$ cat config.mk
export PLATFORM = sky130hd
export DESIGN_NAME = incr_exec
export DESIGN_NICKNAME = d
export VERILOG_FILES = /design/src/rtl/incr_pkg.sv /design/src/rtl/incr_exec.sv
export VERILOG_INCLUDE_DIRS = /design/src /design/src/rtl
export SDC_FILE = /design/constraint.sdc
export NUM_CORES = 1
export LEC_CHECK = 0
export BUFFER_PORTS_ARGS = -buffer_cell sky130_fd_sc_hd__buf_2
export CORE_MARGIN = 4
export CORE_UTILIZATION = 46
export CTS_CLUSTER_DIAMETER = 100
export DETAILED_ROUTE_END_ITERATION = 8
export GPL_ROUTABILITY_DRIVEN = 1
export GPL_TIMING_DRIVEN = 0
export PLACE_DENSITY = 0.84
export SLEW_MARGIN = 15
export SYNTH_ARGS = -nofsm -noshare
export SYNTH_HDL_FRONTEND = slang
export SYNTH_SLANG_ARGS = --single-unit
$ cat constraint.sdc
create_clock -name CLK_IN -period 1.85 [get_ports CLK_IN]
set_input_delay 0.185 -clock CLK_IN [delete_from_list [all_inputs] [get_ports CLK_IN]]
set_output_delay 0.185 -clock CLK_IN [all_outputs]
set_load 0.01 [all_outputs]
$ cat src/rtl/incr_defines.svh
`ifndef INCR_DEFINES_SVH
`define INCR_DEFINES_SVH

// Instruction word layout
`define INSTR_W          14
`define OPC_HI           13
`define OPC_LO           8
`define DEST_BIT         7
`define FIDX_HI          6
`define FIDX_LO          0
`define LIT_HI           7
`define LIT_LO           0

// Six-bit opcode field values
`define OPC_INC_SKIP     6'h0f
`define OPC_INC          6'h0a
`define OPC_OR_LIT       6'h38

// Destination choice: 1 sends the result back to the register
`define DEST_TO_REG      1'h1

// Reset values
`define ACC_RST          8'h00
`define ZERO_RST         1'h0
`define FIDX_RST         7'h00

// Increment step, wraps in 8 bits
`define INC_STEP         8'h01

`endif

$ cat src/rtl/incr_pkg.sv
package incr_pkg;

  // Sequencer states
  typedef enum logic [1:0] {
    ST_IDLE  = 2'b00,
    ST_EXEC  = 2'b01,
    ST_NOP_A = 2'b10,
    ST_NOP_B = 2'b11
  } seq_state_t;

  // Recognised operations
  typedef enum logic [1:0] {
    OP_NONE     = 2'b00,
    OP_INC_SKIP = 2'b01,
    OP_INC      = 2'b10,
    OP_OR_LIT   = 2'b11
  } op_t;

  // Decoded instruction
  typedef struct packed {
    op_t        op;
    logic       dest;
    logic [6:0] fidx;
    logic [7:0] lit;
  } decoded_t;

  // Register file write port
  typedef struct packed {
    logic       we;
    logic [7:0] data;
  } reg_write_t;

  // Zero flag update port
  typedef struct packed {
    logic we;
    logic value;
  } zero_update_t;

  // Whole module state
  typedef struct packed {
    seq_state_t   state;
    decoded_t     instr;
    logic         ready;
    logic [6:0]   reg_addr;
    reg_write_t   reg_wr;
    logic [7:0]   acc;
    zero_update_t zero;
    logic         flush;
    logic         done;
  } core_state_t;

endpackage : incr_pkg

$ cat src/rtl/incr_exec.sv
`timescale 1ns/1ps
`include "incr_defines.svh"
// Notes on behaviour
// - Decode increment-skip; leave status flags untouched
// - Destination bit: 0 accumulator, 1 register
// - Zero result on skip discards next, two cycles
// - Decode plain increment; one cycle; update zero
// - OR literal into accumulator; update zero flag
//
// Timing outline: a word is taken in the address slot, the register
// file answers combinationally from REG_ADDR_OUT during the execute
// slot, and all results appear together one clock later. A skip on a
// null result adds two clocks of no-op, during which READY_OUT stays
// low so the fetch side cannot hand over the word that was dropped.
module incr_exec (
  input  wire logic                  CLK_IN,
  input  wire logic                  RSTN_IN,
  input  wire logic                  INSTR_VALID_IN,
  input  wire logic [13:0]           INSTR_IN,
  input  wire logic [7:0]            REG_RDATA_IN,
  input  wire logic                  ACC_LOAD_IN,
  input  wire logic [7:0]            ACC_LOAD_DATA_IN,
  output logic                       READY_OUT,
  output logic [6:0]                 REG_ADDR_OUT,
  output incr_pkg::reg_write_t       REG_WR_OUT,
  output logic [7:0]                 ACC_OUT,
  output incr_pkg::zero_update_t     ZERO_OUT,
  output logic                       FLUSH_OUT,
  output logic                       DONE_OUT
);
  import incr_pkg::*;

  ////////////////////////////////////////////////////////////////////////////
  // Decode helpers

  // Maps a raw word onto one of the three handled operations, or OP_NONE
  // Operand fields are copied for every word; only the opcode decides
  // whether the block takes it, so unused fields cost nothing here
  function automatic decoded_t decode_word(input logic [13:0] word);
    decoded_t dec;
    dec.dest = word[`DEST_BIT];
    dec.fidx = word[`FIDX_HI:`FIDX_LO];
    dec.lit  = word[`LIT_HI:`LIT_LO];
    unique case (word[`OPC_HI:`OPC_LO])
      `OPC_INC_SKIP: dec.op = OP_INC_SKIP;
      `OPC_INC:      dec.op = OP_INC;
      `OPC_OR_LIT:   dec.op = OP_OR_LIT;
      default:       dec.op = OP_NONE;
    endcase
    return dec;
  endfunction : decode_word

  // Eight-bit increment; the carry out is dropped on purpose
  function automatic logic [7:0] incr8(input logic [7:0] value);
    logic [8:0] sum;
    sum = {1'b0, value} + {1'b0, `INC_STEP};
    return sum[7:0];
  endfunction : incr8

  ////////////////////////////////////////////////////////////////////////////
  // State

  core_state_t cur_q;
  core_state_t nxt_d;
  decoded_t    dec_in;
  logic [7:0]  result;
  logic        result_null;

  // Word decode is pure combinational on the input
  assign dec_in = decode_word(INSTR_IN);

  // Result of the operation held in the execute slot
  // Read data is only meaningful in the execute slot; the value
  // computed in other states is never registered
  always_comb begin
    unique case (cur_q.instr.op)
      OP_INC_SKIP, OP_INC: result = incr8(REG_RDATA_IN);
      OP_OR_LIT:           result = cur_q.acc | cur_q.instr.lit;
      default:             result = REG_RDATA_IN;
    endcase
  end

  // Null test on the full 8-bit result
  assign result_null = (result == 8'h00);

  ////////////////////////////////////////////////////////////////////////////
  // Next-state logic

  // One instruction cycle is two clocks: address slot, then execute slot
  // Every strobe is cleared by default so that a state that forgets one
  // cannot leave a write pulse standing for more than a clock
  always_comb begin
    nxt_d        = cur_q;
    // Strobes last one clock only
    nxt_d.reg_wr.we = 1'b0;
    nxt_d.zero.we   = 1'b0;
    nxt_d.flush     = 1'b0;
    nxt_d.done      = 1'b0;
    nxt_d.ready     = 1'b0;

    // Outside loads of the accumulator; own writes below take priority
    if (ACC_LOAD_IN) begin
      nxt_d.acc = ACC_LOAD_DATA_IN;
    end

    unique case (cur_q.state)
      ST_IDLE: begin
        // Take only on the registered ready, so the fetch side and the
        // block agree on the edge that accepts the word
        nxt_d.ready = 1'b1;
        // Words of other instructions are left to other units
        if (INSTR_VALID_IN && cur_q.ready && dec_in.op != OP_NONE) begin
          nxt_d.instr    = dec_in;
          nxt_d.reg_addr = dec_in.fidx;
          nxt_d.state    = ST_EXEC;
          nxt_d.ready    = 1'b0;
        end
      end

      ST_EXEC: begin
        // All results of the held word leave together in this slot
        nxt_d.done = 1'b1;
        unique case (cur_q.instr.op)
          OP_INC_SKIP: begin
            // Status flags stay as they are for this form
            nxt_d.zero.we = 1'b0;
            if (cur_q.instr.dest == `DEST_TO_REG) begin
              nxt_d.reg_wr.we   = 1'b1;
              nxt_d.reg_wr.data = result;
            end else begin
              nxt_d.acc = result;
            end
            if (result_null) begin
              // Drop the prefetched word and burn one cycle as a no-op
              nxt_d.flush = 1'b1;
              nxt_d.state = ST_NOP_A;
            end else begin
              nxt_d.state = ST_IDLE;
              nxt_d.ready = 1'b1;
            end
          end
          OP_INC: begin
            // Same data path as the skip form, but the zero flag moves
            if (cur_q.instr.dest == `DEST_TO_REG) begin
              nxt_d.reg_wr.we   = 1'b1;
              nxt_d.reg_wr.data = result;
            end else begin
              nxt_d.acc = result;
            end
            nxt_d.zero.we    = 1'b1;
            nxt_d.zero.value = result_null;
            nxt_d.state      = ST_IDLE;
            nxt_d.ready      = 1'b1;
          end
          OP_OR_LIT: begin
            // Literal form never touches the register file
            nxt_d.acc        = result;
            nxt_d.zero.we    = 1'b1;
            nxt_d.zero.value = result_null;
            nxt_d.state      = ST_IDLE;
            nxt_d.ready      = 1'b1;
          end
          default: begin
            // Cannot be held here; recover to idle
            nxt_d.done  = 1'b0;
            nxt_d.state = ST_IDLE;
            nxt_d.ready = 1'b1;
          end
        endcase
      end

      // Two clocks of no-op stand in for the discarded word
      ST_NOP_A: begin
        nxt_d.state = ST_NOP_B;
      end

      ST_NOP_B: begin
        nxt_d.state = ST_IDLE;
        nxt_d.ready = 1'b1;
      end
    endcase
  end

  ////////////////////////////////////////////////////////////////////////////
  // State register

  // Synchronous reset to constants only
  // Ready comes up one clock after release, which keeps the first word
  // away from the edge on which reset is still being seen
  always_ff @(posedge CLK_IN) begin
    if (!RSTN_IN) begin
      cur_q.state       <= ST_IDLE;
      cur_q.instr.op    <= OP_NONE;
      cur_q.instr.dest  <= 1'b0;
      cur_q.instr.fidx  <= `FIDX_RST;
      cur_q.instr.lit   <= 8'h00;
      cur_q.ready       <= 1'b0;
      cur_q.reg_addr    <= `FIDX_RST;
      cur_q.reg_wr      <= '0;
      cur_q.acc         <= `ACC_RST;
      cur_q.zero.we     <= 1'b0;
      cur_q.zero.value  <= `ZERO_RST;
      cur_q.flush       <= 1'b0;
      cur_q.done        <= 1'b0;
    end else begin
      cur_q <= nxt_d;
    end
  end

  ////////////////////////////////////////////////////////////////////////////
  // Outputs, each straight from the state register
  // No output logic sits after the register, so callers see clean
  // levels and pulses with a full clock of settling time

  assign READY_OUT    = cur_q.ready;
  assign REG_ADDR_OUT = cur_q.reg_addr; // Held after the write for the file
  assign REG_WR_OUT   = cur_q.reg_wr;
  assign ACC_OUT      = cur_q.acc;
  assign ZERO_OUT     = cur_q.zero;
  assign FLUSH_OUT    = cur_q.flush;
  assign DONE_OUT     = cur_q.done;

endmodule : incr_exec

# Word-level counts from Yosys, hierarchy flattened
# Index checks and enable logic that the tools add are counted.
# word_totals
regBits	42
input_bits	34
out_inout_bits	29
elab_cells	57
# classes
muxes	18
eq_ne	10
reduce_logical	14
addsub	1
bitwise	1
# op_table
operator	count
28-bit 2-to-1 mux	1
9-bit one-hot mux with 3 select lines	1
8-bit 2-to-1 mux	2
8-bit one-hot mux with 2 select lines	1
6-bit by 4-bit == test with 1-bit output (second input constant)	2
12-bit 2-to-1 mux	1
9-bit 2-to-1 mux	1
3-bit AND reduction	3
8-bit by 1-bit adder with 8-bit output (second input constant)	1
2-bit == test (second input constant)	4
8-bit zero test	1
8-bit bitwise OR	1
2-bit one-hot mux with 4 select lines	1
6-bit == test (second input constant)	1
1-bit 2-to-1 mux	6
2-bit one-hot mux with 3 select lines	1
2-bit AND reduction	3
2-bit by 1-bit == test with 1-bit output (second input constant)	2
2-bit 2-to-1 mux	2
2-bit OR reduction	2
1-bit one-hot mux with 3 select lines	1
3-bit OR reduction	1
1-bit logical AND	2
2-bit zero test	1
other kinds (2)	2

# Logic depth before layout (Yosys ltp)
# Gate-level depths: netlist of the first run.
# depth
word_depth	7
mapped_depth	10
mapped_depth_nobuf	7

# Worst setup path before layout of the first run
# No wires, ideal clock.
# synth_path
path_kind	register -> register
start	register cur_q[45] (netlist bit)
end	register cur_q, in the netlist READY_OUT
required_ns	1.711
period_less_slack_ns	1.946
setup_ns	0.139
path_buffers	1
setup_slack_ns	-0.096
t_arrival_ns	1.806
path_stages_with_launch	8
cell_sequence	dfxtp_1 > inv_1 > ha_1 > buf_2 > a21o_1 > a2111oi_2 > and4_1 > a41oi_1
# synth_between
elab_chain_cells	7
word_cells_on_any_way	9
classes_between	eq/ne: 3; mux: 4; reduce/logical: 2
# synth_lines
element	line_no	text
start, declared	incr_exec.sv:63	core_state_t cur_q;
start signal, assigned	incr_exec.sv:206	cur_q <= nxt_d;
2-bit == test or 2-bit by 1-bit == test with 1-bit output (tied branches)	incr_exec.sv:76, incr_exec.sv:123	
2-bit OR reduction (no line)	-	
8-bit one-hot mux with 2 select lines	incr_exec.sv:76	unique case (cur_q.instr.op)
8-bit zero test	incr_exec.sv:84	assign result_null = (result == 8'h00);
1-bit 2-to-1 mux	incr_exec.sv:133	if (result_null) begin
1-bit 2-to-1 mux *	incr_exec.sv:123	unique case (cur_q.instr.op)
1-bit one-hot mux with 3 select lines *	incr_exec.sv:106	unique case (cur_q.state)
# Mark *: on every way between the ends. The rest lies on a longest branch, timed or not.
# A chain may end at the register's enable or synchronous reset.

# Worst setup path after layout of the first run
# layout_path
start	register cur_q[46] (netlist bit)
end	register cur_q, in the netlist READY_OUT
# Same word-level chain as after synthesis.

==> summary.md, run 1 <==
| Metric | Value |
|---|---|
| Hold Crit Class | in2reg |
| HPWL after DPL | between 3 and 4 mm |
| Met3 routed wirelength | 338 um |
| Share of cells above drive strength 1 | between 40% and 50% |
| Htree depth | 2 |
| Top Metal Used | met4 |
| Num ports | 63 |
| Final hold vios | 0 |
| Routed vias | 1,958 |
| P_leak | 1.301 nW |
| CTS Buf Count | 5 |
| Die width | around 74 um |
| Die ar. | around 0.0055 mm^2 |
| CP Data Required Time | approximately 2.0 ns |
| Yosys warns | 0 |
| Site Rows | 23 |
| Most instantiated library cell after synthesis | nor2_1 |
| DRC violations left | 0 |
| Worst Hold Path Cells | 3 |
| Worst R2R Start | cur_q[46]$_SDFFE_PN0P_ |
| Cell taking the most area after synthesis | dfxtp_1 |
| Largest net degree at the start of global routing | 12 |
| Clock Sinks | 34 |
| Global-route wire length before repair | 8.459 mm |
| FF-to-FF setup slack | -0.04 ns |
| Vias in the first global route | 1,887 |
| #FFs+latches synth | 34 |
| Final core occ | between 60% and 70% |
| PwrDens | a little over 600 mW/mm^2 |
| Crit-path max FO | 9 |
| Hold path endpoint | cur_q[34]$_SDFFE_PN0P_ |
| Vias per cell | 5.379 |
| Post-Syn Area | 0.002007 mm^2 |
| Final setup margin | -0.03958 ns |
| Layout area overhead | 31.92% |
| GRT overflow | 0 |
| Syn_area_per_cell | 8.432 um^2 |
| Status | finished, violations left |
| Crit path time final | ~1.9 ns |
| Core area | 0.004115 mm^2 |
| Total global-route track usage | 19.98% |
| Synth cell types | 50 |
| Iter 0 DRT Violations | 125 |
| CTS tree | built |
| Layout fillers | 349 |
| Number of synthesized flops with an enable pin | 0 |
| M1 WL | 2.272 mm |
| Largest cells by area after synthesis | dfxtp_1 (34%), buf_4 (9.7%), nor2_1 (8.0%) |
| Fmax | 529.2 MHz |
| MaxCap Viol Count | 0 |
| Clk_lat worst skew | 0.29 ns |
| Max clock buf depth | 2 |
| Ys async rst share | 0% |
| Tcrit/Tclk final | 102.1% |
| Worst hold start | INSTR_IN[5] |
| Worst Path Arrival | just over 2 ns |
| Nets | between 300 and 400 |
| Gpl congestion | 0.8877 |
| Root buffer cell | clkbuf_8 |
| Post-synth top cells | nor2_1 (43), dfxtp_1 (34), buf_4 (26) |
| Sequential share of the synthesized area | 33.92% |
| Syn Inst Count | between 200 and 250 |
| Initial antenna violation count | 0 |
| Routed Antenna Nets | 0 |
| Failing checks | negative setup slack |
| Slew @ Worst Pin | roughly 0.64 ns |
| Final setup vio count | 2 |
| Yosys top cell area share | between 30% and 40% |
| Synth Flop Type | dfxtp_1 |
| Worst Setup End Kind | flop |
| R2R depth | 7 |
| Maximum VDD drop | 0.3938 mV |
| RSZ-0062 raised after global routing | yes |
| CTS clk-pin slew, worst paths | ~0.070 ns |
| Antenna cells | 0 |
| Final Slew Violations | 0 |
| DR WL met2 | 2.646 mm |
| CTS Hold Bufs | 0 |
| Avg WL per Cell | 14.76 um |
| Initial Util | 48.77% |
| Final setup skew | 0.009709 ns |
| Die Height | ~74 um |
| Port Buffers | 61 |
| Routed wire length | 5.373 mm |
| Syn Nets | 277 |
| Startpoint Class | flop |
| TritonRoute pass-1 iters | 4 |
| Worst hold slack | 0.1272 ns |
| Max_slew headroom | 57.61% |
| WS Path Type | reg2reg |
| R2R Path End | READY_OUT$_SDFF_PN0_ |
metal layers:
| metal | global-route usage, % | vias up |
|---|---|---|
| met4 | 9.256 | 0 |
| li1 | - | 965 |
| met2 | 33.96 | 74 |
| met3 | 4.459 | 13 |
| met5 | 0 | - |
| met1 | 23.93 | 906 |
worst max-delay path by stage:
| stage | from | endpoint | slack (ns) | depth (start not counted) |
|---|---|---|---|---|
| 2_1_floorplan | cur_q[45]$_SDFFE_PN0P_ | READY_OUT$_SDFF_PN0_ | 0.003 | 8 |
| 4_1_cts | cur_q[45]$_SDFFE_PN0P_ | ZERO_OUT[0]$_SDFFE_PN0P_ | -0.02 | 7 |
| 3_5_place_dp | cur_q[45]$_SDFFE_PN0P_ | READY_OUT$_SDFF_PN0_ | -0.27 | 8 |
| 5_1_grt | cur_q[46]$_SDFFE_PN0P_ | READY_OUT$_SDFF_PN0_ | -0.10 | 7 |
| 3_3_place_gp | cur_q[45]$_SDFFE_PN0P_ | READY_OUT$_SDFF_PN0_ | -0.26 | 8 |
| 6_report | cur_q[46]$_SDFFE_PN0P_ | READY_OUT$_SDFF_PN0_ | -0.04 | 7 |
power breakdown:
group	internal, mW	total (mW)	switching [mW]
Combinational	0.0942	0.197	0.103
Sequential	0.745	0.754	0.00915
Clock	0.396	0.671	0.275
Total	1.24	1.62	0.387
per-stage QoR:
| stage | setup TNS (ns) | area [um^2] | cells | power (mW) | setup WS (ns) |
|---|---|---|---|---|---|
| after global routing | -0.1882 | 2648 | 364 | 1.674 | -0.1019 |
| after CTS | -0.03119 | 2615 | 364 | 1.623 | -0.01953 |
| after floorplan | 0 | 2019 | 238 | 0.8715 | 0.003114 |
| final | -0.04844 | 2648 | 364 | 1.622 | -0.03958 |
| after global placement | -0.6940 | 2387 | 349 | 0.9465 | -0.2563 |
| after detailed placement | -1.082 | 2387 | 349 | 0.9509 | -0.2669 |
cell families (layout without fill, tap and decap cells):
family / count (synthesis) / after routing / synth area share, %
AOI/OAI and AO/OA: 53 / 53 / 18.89
xor gates and xnor gates: 2 / 2 / 0.8730
adders and majority gates: 5 / 5 / 3.117
buffers and inverters: 41 / 117 / 13.53
DFF: 34 / 34 / 33.92
muxes: 16 / 16 / 7.980
and+or+nand+nor: 87 / 87 / 21.70
critical path: stages, from the launching register on:
cell and delay [ns]:
dfxtp_2 0.34, inv_2 0.08, ha_4 0.20, and4b_2 0.28, o2bb2ai_2 0.15, a2111oi_4 0.33, and4_4 0.29, a41oi_2 0.09
cell usage in the layout, fill, tap and decap left out, drive strengths merged, types with 2 or more instances in the layout:
cell type	Yosys	layout
a211oi	4	4
a21o	2	2
a21oi	10	10
and3	3	3
and4b	2	2
buf	34	101
clkbuf	2	8
clkinv	0	2
dfxtp	34	34
ha	5	5
inv	5	5
mux2i	16	16
nand2	10	10
nand2b	4	4
nand3	5	5
nand3b	2	2
nand4	3	3
nor2	43	43
nor2b	4	4
nor3	4	4
nor3b	2	2
o211a	3	3
o21a	3	3
o21ai	12	12
o221ai	2	2
o22a	5	5
o311a	2	2
xnor2	2	2
what timing repair did:
item | CTS | global route
buffers inserted | 7 | 0
endpoints found under the hold margin | 0 | 0
pin swaps | 6 | 1
cloned | 1 | 0
setup endpoints to repair | 13 | 13
gates resized for setup | 16 | 7
cell type report:
cell class              instances  area [um^2]  share of cell area [%]
well taps                      50        62.56                   2.363
repair buffers                 69        372.9                   14.08
inverters                       5        18.77                  0.7089
flip-flops and latches         34        683.2                   25.80
clock buffers                   5        68.82                   2.599
multi-input cells             163         1151                   43.48
plain buffers                  35        250.2                   9.452
clock inverters                 3        40.04                   1.512
state kept, by name, summed over array words and instances, names as in the netlist, named ones only:
name        count
cur_q          11
REG_WR_OUT      9
ZERO_OUT        2
FLUSH_OUT       1
DONE_OUT        1
ACC_OUT         8
READY_OUT       1
Note: power is estimated with default switching activity, not from simulation.
==> inputs of run 2 (changes only) <==
Settings changed: REMOVE_ABC_BUFFERS set to 1.
==> summary.md, run 2 (synthesis results as in run 1) <==
| Metric | Value |
|---|---|
| Status | finished, violations left |
| Failing checks | negative setup slack |
| Most frequent cells in the layout | buf_2 (62), nor2_1 (43), dfxtp_1 (32) |
| Layout area overhead | 23.44% |
| Htree depth | 2 (unchanged) |
| Core area | 0.004115 mm^2 (unchanged) |
| Maximum VDD drop | 0.4471 mV (+14%) |
| Global-route wire length before repair | 8.597 mm (+1.6%) |
| Nets | 330 (-6.3%) |
| Total chip power | 1.495 mW (-7.8%) |
| Clock Sinks | 34 (unchanged) |
| Share of cells above drive strength 1 | 37.67% (-3.4 points) |
| Site Rows | 23 (unchanged) |
| Max clock buf depth | 2 (unchanged) |
| Iter 0 DRT Violations | 116 (-7.2%) |
| Final setup skew | 0.003024 ns (-0.006684 ns) |
| Final setup vio count | 4 (+2) |
| Avg WL per Cell | 16.13 um (+9.3%) |
| Gpl congestion | 0.9097 (+2.5%) |
| Slowest CP cell | dfxtp_4 |
| CTS tree | built |
| Final Slew Violations | 0 (unchanged) |
| GRT overflow | 0 (unchanged) |
| Die width | 74.05 um (unchanged) |
| P_leak | 1.181 nW (-9.2%) |
| Finished layout cell area | 0.002477 mm^2 (-6.4%) |
| FF-to-FF setup slack | -0.06 ns (-0.02 ns) |
| Crit path time final | 1.914 ns (+0.02400 ns) |
| Clk_lat worst skew | 0.28 ns (about the same) |
| Dpl ws | -0.4720 ns (-0.2051 ns) |
| Worst Path Arrival | 2.07 ns (+0.03 ns) |
| Final hold vios | 0 (unchanged) |
| CP Data Required Time | 2.00 ns (about the same) |
| Worst Setup End Kind | flop |
| Slew @ Worst Pin | 0.9187 ns (+0.2827 ns) |
| Largest net degree at the start of global routing | 30 (+18) |
| Num ports | 63 (unchanged) |
| Fmax | 522.6 MHz (-1.3%) |
| Vias in the first global route | 1,892 (+0.26%) |
| Tcrit/Tclk final | 103.4% (+1.3 points) |
| Hold Crit Class | in2reg |
| Slowest stage delay, CP | 0.37 ns (+0.03 ns) |
| Routed vias | 1,952 (-0.31%) |
| Antenna cells | 0 (unchanged) |
| Port Buffers | 62 (+1.6%) |
| WS Path Type | reg2reg |
| Die Height | 74.05 um (unchanged) |
| Initial Util | 48.77% (unchanged) |
| HPWL after DPL | 3.484 mm (-10%) |
| DRC violations left | 0 (unchanged) |
| CTS Hold Bufs | 0 (unchanged) |
| Layout fillers | 353 (+1.1%) |
| Startpoint Class | flop |
| Most common cell after layout, fill and taps aside | buf_2 |
| Largest Register | cur_q |
| CTS Buf Count | 5 (unchanged) |
| Routed Antenna Nets | 0 (unchanged) |
| TritonRoute pass-1 iters | 4 (unchanged) |
| Final core occ | 60.20% (-4.1 points) |
| Die ar. | 0.005483 mm^2 (unchanged) |
| Total global-route track usage | 20.12% (+0.14 points) |
| CTS clk-pin slew, worst paths | 0.07 ns (about the same) |
| Initial antenna violation count | 0 (unchanged) |
| MaxCap Viol Count | 0 (unchanged) |
| Crit-path max FO | 5 (-4) |
| Max_slew headroom | 38.69% (-19 points) |
| Root buffer cell | clkbuf_8 |
| RSZ-0062 raised after global routing | yes |
| PwrDens | 603.4 mW/mm^2 (-1.5%) |
| Vias per cell | 5.708 (+6.1%) |
| Post-Place Cell Area | 0.002127 mm^2 (-11%) |
| Max FFs per register | 11 (unchanged) |
| Final setup margin | -0.06358 ns (-0.02400 ns) |
| Routed wire length | 5.516 mm (+2.7%) |
| CP cell instances | inv_4 -> ha_4 -> buf_12 -> and4b_2 -> a31oi_4 -> a2111oi_4 -> and4_4 -> a41oi_2 |
run 2: cell count changes in the layout (fill, tap and decap cells not counted), sizes merged:
cell / delta
buf: -19
bufinv: -1
clkbuf: -1
clkinv: -1
run 2: path summary, 6_finish.rpt:
kind | start | to | cells past startpoint
setup / recovery | cur_q[45]$_SDFFE_PN0P_ | READY_OUT$_SDFF_PN0_ | 8
hold / removal | INSTR_IN[4] | cur_q[33]$_SDFFE_PN0P_ | 3
setup reg to reg | cur_q[45]$_SDFFE_PN0P_ | READY_OUT$_SDFF_PN0_ | 8
hold reg to reg | REG_WR_OUT[1]$_SDFFE_PN0P_ | REG_WR_OUT[1]$_SDFFE_PN0P_ | 2
run 2: timing repair:
action	4_1_cts	5_1_grt
buffers inserted	18	4
pin swaps	7	8
setup endpoints to repair	16	13
resized for setup	17	10
endpoints found under the hold margin	0	0
run 2: final cells by class:
| cell class | count | area, um^2 | area share (%) |
|---|---|---|---|
| Inverter | 5 | 21.27 | 0.8586 |
| Timing Repair Buffer | 82 | 480.5 | 19.39 |
| Tap cell | 50 | 62.56 | 2.525 |
| Multi-Input combinational cell | 163 | 1136 | 45.86 |
| Clock buffer | 7 | 86.33 | 3.485 |
| Clock inverter | 1 | 5.005 | 0.2020 |
| Sequential cell | 34 | 685.7 | 27.68 |
run 2: metrics by stage:
step / TNS, ns / std cells / hold WS [ns]
3_5_place_dp: -3.131 / 314 / 0.4210
3_3_place_gp: -2.579 / 314 / 0.4121
6_report: -0.1350 / 342 / 0.1300
5_1_grt: -0.5180 / 342 / 0.1511
2_1_floorplan: -0.1478 / 202 / 0.2988
4_1_cts: 0 / 338 / 0.1309
run 2: where the power goes:
part	switching, mW	internal [mW]
combinational	0.100	0.0832
clock	0.258	0.300
sequential	0.00960	0.744
total	0.368	1.13
run 2: routing by layer:
metal	up-vias	share of wire [%]	GRT usage [%]
met1	910	41	24.50
li1	926	-	-
met5	-	0	0
met4	0	3.4	9.457
met2	92	46	32.48
met3	24	9.5	6.081
run 2: critical path: cells and delay by family, from the launching register on:
family                   cells  cell delay, ns
adder cells (fa/ha/maj)      1            0.17
AND/OR/NAND/NOR              2            0.59
buffers and inverters        2            0.16
AO/OA/AOI/OAI                3            0.50
flip-flops                   1            0.37
==> inputs of run 3 (changes only) <==
Settings changed: ABC_AREA set to 1, CORE_UTILIZATION 46 to 47.
==> summary.md, run 3 <==
| Metric | Value |
|---|---|
| Inst Count DP | 380 (+21%) |
| Layout area overhead | 11.12% |
| Initial Util | 49.46% (+0.69 points) |
| Final core occ | 54.96% (-5.2 points) |
| Antenna cells | 0 (unchanged) |
| Worst Setup End Kind | flop |
| Compound-Gate Fraction of Synth Area | 15.47% (-3.4 points) |
| Die ar. | 0.005800 mm^2 (+5.8%) |
| Final instance count without filler cells | 386 (+13%) |
| Post-Place Cell Area | 0.002316 mm^2 (+8.9%) |
| Largest family of logic cells by synthesized area | simple AND/OR/NAND/NOR gates |
| DRC violations left | 0 (unchanged) |
| #FFs+latches synth | 34 (unchanged) |
| Logic pwr share | 12.5% (+0.2 points) |
| Avg WL per Cell | 13.10 um (-19%) |
| Max clock buf depth | 2 (unchanged) |
| Tcrit/Tclk final | 93.06% (-10 points) |
| Vias per cell | 5.207 (-8.8%) |
| WS Path Type | reg2reg |
| Synth Flop Type | dfxtp_1 |
| Max FFs per register | 11 (unchanged) |
| Worst hold slack | 0.1228 ns (-0.007135 ns) |
| Routed vias | 2,010 (+3.0%) |
| Slew @ Worst Pin | 0.6800 ns (-0.2387 ns) |
| Largest Register | cur_q |
| Maximum VDD drop | 0.3828 mV (-14%) |
| HPWL after DPL | 3.977 mm (+14%) |
| Share of cells above drive strength 1 | 33.83% (-3.8 points) |
| Syn Inst Count | 299 (+26%) |
| Crit path time final | 1.722 ns (-0.1919 ns) |
| Clock power frac | 36.8% (-0.5 points) |
| Dpl ws | -0.2182 ns (+0.2538 ns) |
| Iter 0 DRT Violations | 126 (+8.6%) |
| Synth cell types | 33 (-34%) |
| Fmax | 580.8 MHz (+11%) |
| Gpl congestion | 0.9136 (+0.43%) |
| Hold Crit Class | in2reg |
| Cell taking the most area after synthesis | dfxtp_1 |
| GRT overflow | 0 (unchanged) |
| Fin Setup TNS | 0 ns (+0.1350 ns) |
| Ys async rst share | 0% (unchanged) |
| Final setup skew | 0.003652 ns (+0.0006280 ns) |
| Routed Antenna Nets | 0 (unchanged) |
| Final setup vio count | 0 (-4) |
| P_leak | 1.122 nW (-5.1%) |
| Psw | 380.8 uW (+3.4%) |
| Max_slew headroom | 54.62% (+16 points) |
| CTS Buf Count | 5 (unchanged) |
| Site Rows | 24 (+4.3%) |
| Net Sw Frac | 25.57% (+0.94 points) |
| Yosys warns | 0 (unchanged) |
| FF-to-FF setup slack | 0.13 ns (+0.19 ns) |
| Num ports | 63 (unchanged) |
| TritonRoute pass-1 iters | 4 (unchanged) |
| Post-synth top cells | nand2_1 (48), dfxtp_1 (34), a21oi_1 (29) |
| Total global-route track usage | 17.26% (-2.9 points) |
| CTS clk-pin slew, worst paths | 0.07 ns (about the same) |
| Worst Path Arrival | 1.91 ns (-0.16 ns) |
| Most common cell after layout, fill and taps aside | buf_2 |
| Root buffer cell | clkbuf_8 |
| Post-CTS setup buffer count | 0 (-18) |
| Most frequent cells in the layout | buf_2 (62), nand2_1 (48), dfxtp_1 (32) |
| Synthesized-area fraction occupied by adder cells | 2.865% (-0.25 points) |
| Clk_lat worst skew | 0.29 ns (about the same) |
| MaxCap Viol Count | 0 (unchanged) |
| Port Buffers | 62 (unchanged) |
| Htree depth | 2 (unchanged) |
| Startpoint Class | flop |
| Proportion of synthesized area in mux cells | 2.865% (-5.1 points) |
| Crit-path max FO | 6 (+1) |
| Final hold vios | 0 (unchanged) |
| Xor and xnor area share after synthesis | 0% (-0.87 points) |
| Clock Sinks | 34 (unchanged) |
| Status | complete, no violations |
| Syn_area_per_cell | 7.302 um^2 (-13%) |
| Sequential share of the synthesized area | 31.17% (-2.7 points) |
| Post-Syn Area | 0.002183 mm^2 (+8.8%) |
| Initial antenna violation count | 0 (unchanged) |
| Die Height | 76.16 um (+2.8%) |
| Core area | 0.004414 mm^2 (+7.3%) |
| Nets | 374 (+13%) |
| CTS tree | built |
| Most instantiated library cell after synthesis | nand2_1 |
| CP Data Required Time | 2.04 ns (+0.04 ns) |
| Vias in the first global route | 1,927 (+1.8%) |
| Final Slew Violations | 0 (unchanged) |
| Total chip power | 1.489 mW (-0.40%) |
| Die width | 76.16 um (+2.8%) |
| Final setup margin | 0.1283 ns (+0.1919 ns) |
| Largest net degree at the start of global routing | 22 (-27%) |
| Finished layout cell area | 0.002426 mm^2 (-2.1%) |
| Global-route wire length before repair | 8.445 mm (-1.8%) |
| Largest cells by area after synthesis | dfxtp_1 (31%), buf_4 (9.3%), nand2_1 (8.3%) |
| Number of synthesized flops with an enable pin | 0 (unchanged) |
| Register share of total power | 50.7% (+0.3 points) |
| Routed wire length | 5.056 mm (-8.3%) |
| Pint | 1.108 mW (-1.6%) |
| Simple-gate share of the synthesized area | 30.72% (+9.0 points) |
| Yosys top cell area share | 31.17% (-2.7 points) |
| PwrDens | 613.7 mW/mm^2 (+1.7%) |
run 3: cell count changes in the layout (fill, tap and decap cells not counted), sizes merged, moves of 4 or more:
cell	delta
buf	-20
nand3	+11
nand2	+51
a21oi	+20
o22a	-5
mux2i	-12
a211oi	-4
inv	+27
nand4	+6
nor2b	-4
o21ai	+13
nand2b	-4
nor2	-6
run 3: power groups by stage:
stage / clock network, mW / registers, mW / logic (mW)
final: 0.548 / 0.755 / 0.186
after global routing: 0.584 / 0.757 / 0.206
after CTS: 0.554 / 0.755 / 0.186
after detailed placement: 0 / 0.771 / 0.184
after global placement: 0 / 0.771 / 0.179
after floorplan: 0 / 0.777 / 0.0947
run 3: cell families after synthesis:
group,after synthesis
compound gates,62
mux,6
fa+ha+maj,5
buf+inv,66
flops,34
simple gates,126
run 3: critical path, stage by stage, from the launching register on:
cell     delay (ns)
dfxtp_2        0.36
inv_1          0.10
ha_4           0.28
inv_2          0.12
a21oi_1        0.05
o21ai_0        0.08
nand3_1        0.10
o21ai_2        0.11
nand2_2        0.09
nor2_4         0.14
nand3_2        0.10
nand2_1        0.07
inv_1          0.03
run 3: final cells by class:
type | count | area, um^2
Fill cell | 415 | 1988
Sequential cell | 34 | 683.2
Multi-Input combinational cell | 199 | 1156
Tap cell | 52 | 65.06
Timing Repair Buffer | 62 | 310.3
Clock buffer | 6 | 82.58
Inverter | 33 | 128.9
run 3: what timing repair did:
item	in CTS	in global routing
gates resized for setup	4	4
pin swaps	0	1
cloned	0	0
hold buffers	0	0
endpoints found under the setup margin	4	12
run 3: worst paths after layout:
path / start / cells after the start / to
setup / recovery: cur_q[45]$_SDFFE_PN0P_ / 12 / READY_OUT$_SDFF_PN0_
setup reg to reg: cur_q[45]$_SDFFE_PN0P_ / 12 / READY_OUT$_SDFF_PN0_
hold / removal: INSTR_IN[7] / 3 / cur_q[44]$_SDFFE_PN0P_
hold reg to reg: ZERO_OUT[0]$_SDFFE_PN0P_ / 2 / ZERO_OUT[0]$_SDFFE_PN0P_
run 3: routing by layer:
layer | wire length (um) | global-route usage [%] | share of wire (%) | vias to the layer above
met1 | 2167 | 20.19 | 43 | 922
met4 | 81 | 6.119 | 1.6 | 0
met5 | 0 | 0 | 0 | -
li1 | - | - | - | 1024
met3 | 347 | 6.501 | 6.9 | 9
met2 | 2460 | 28.68 | 49 | 55
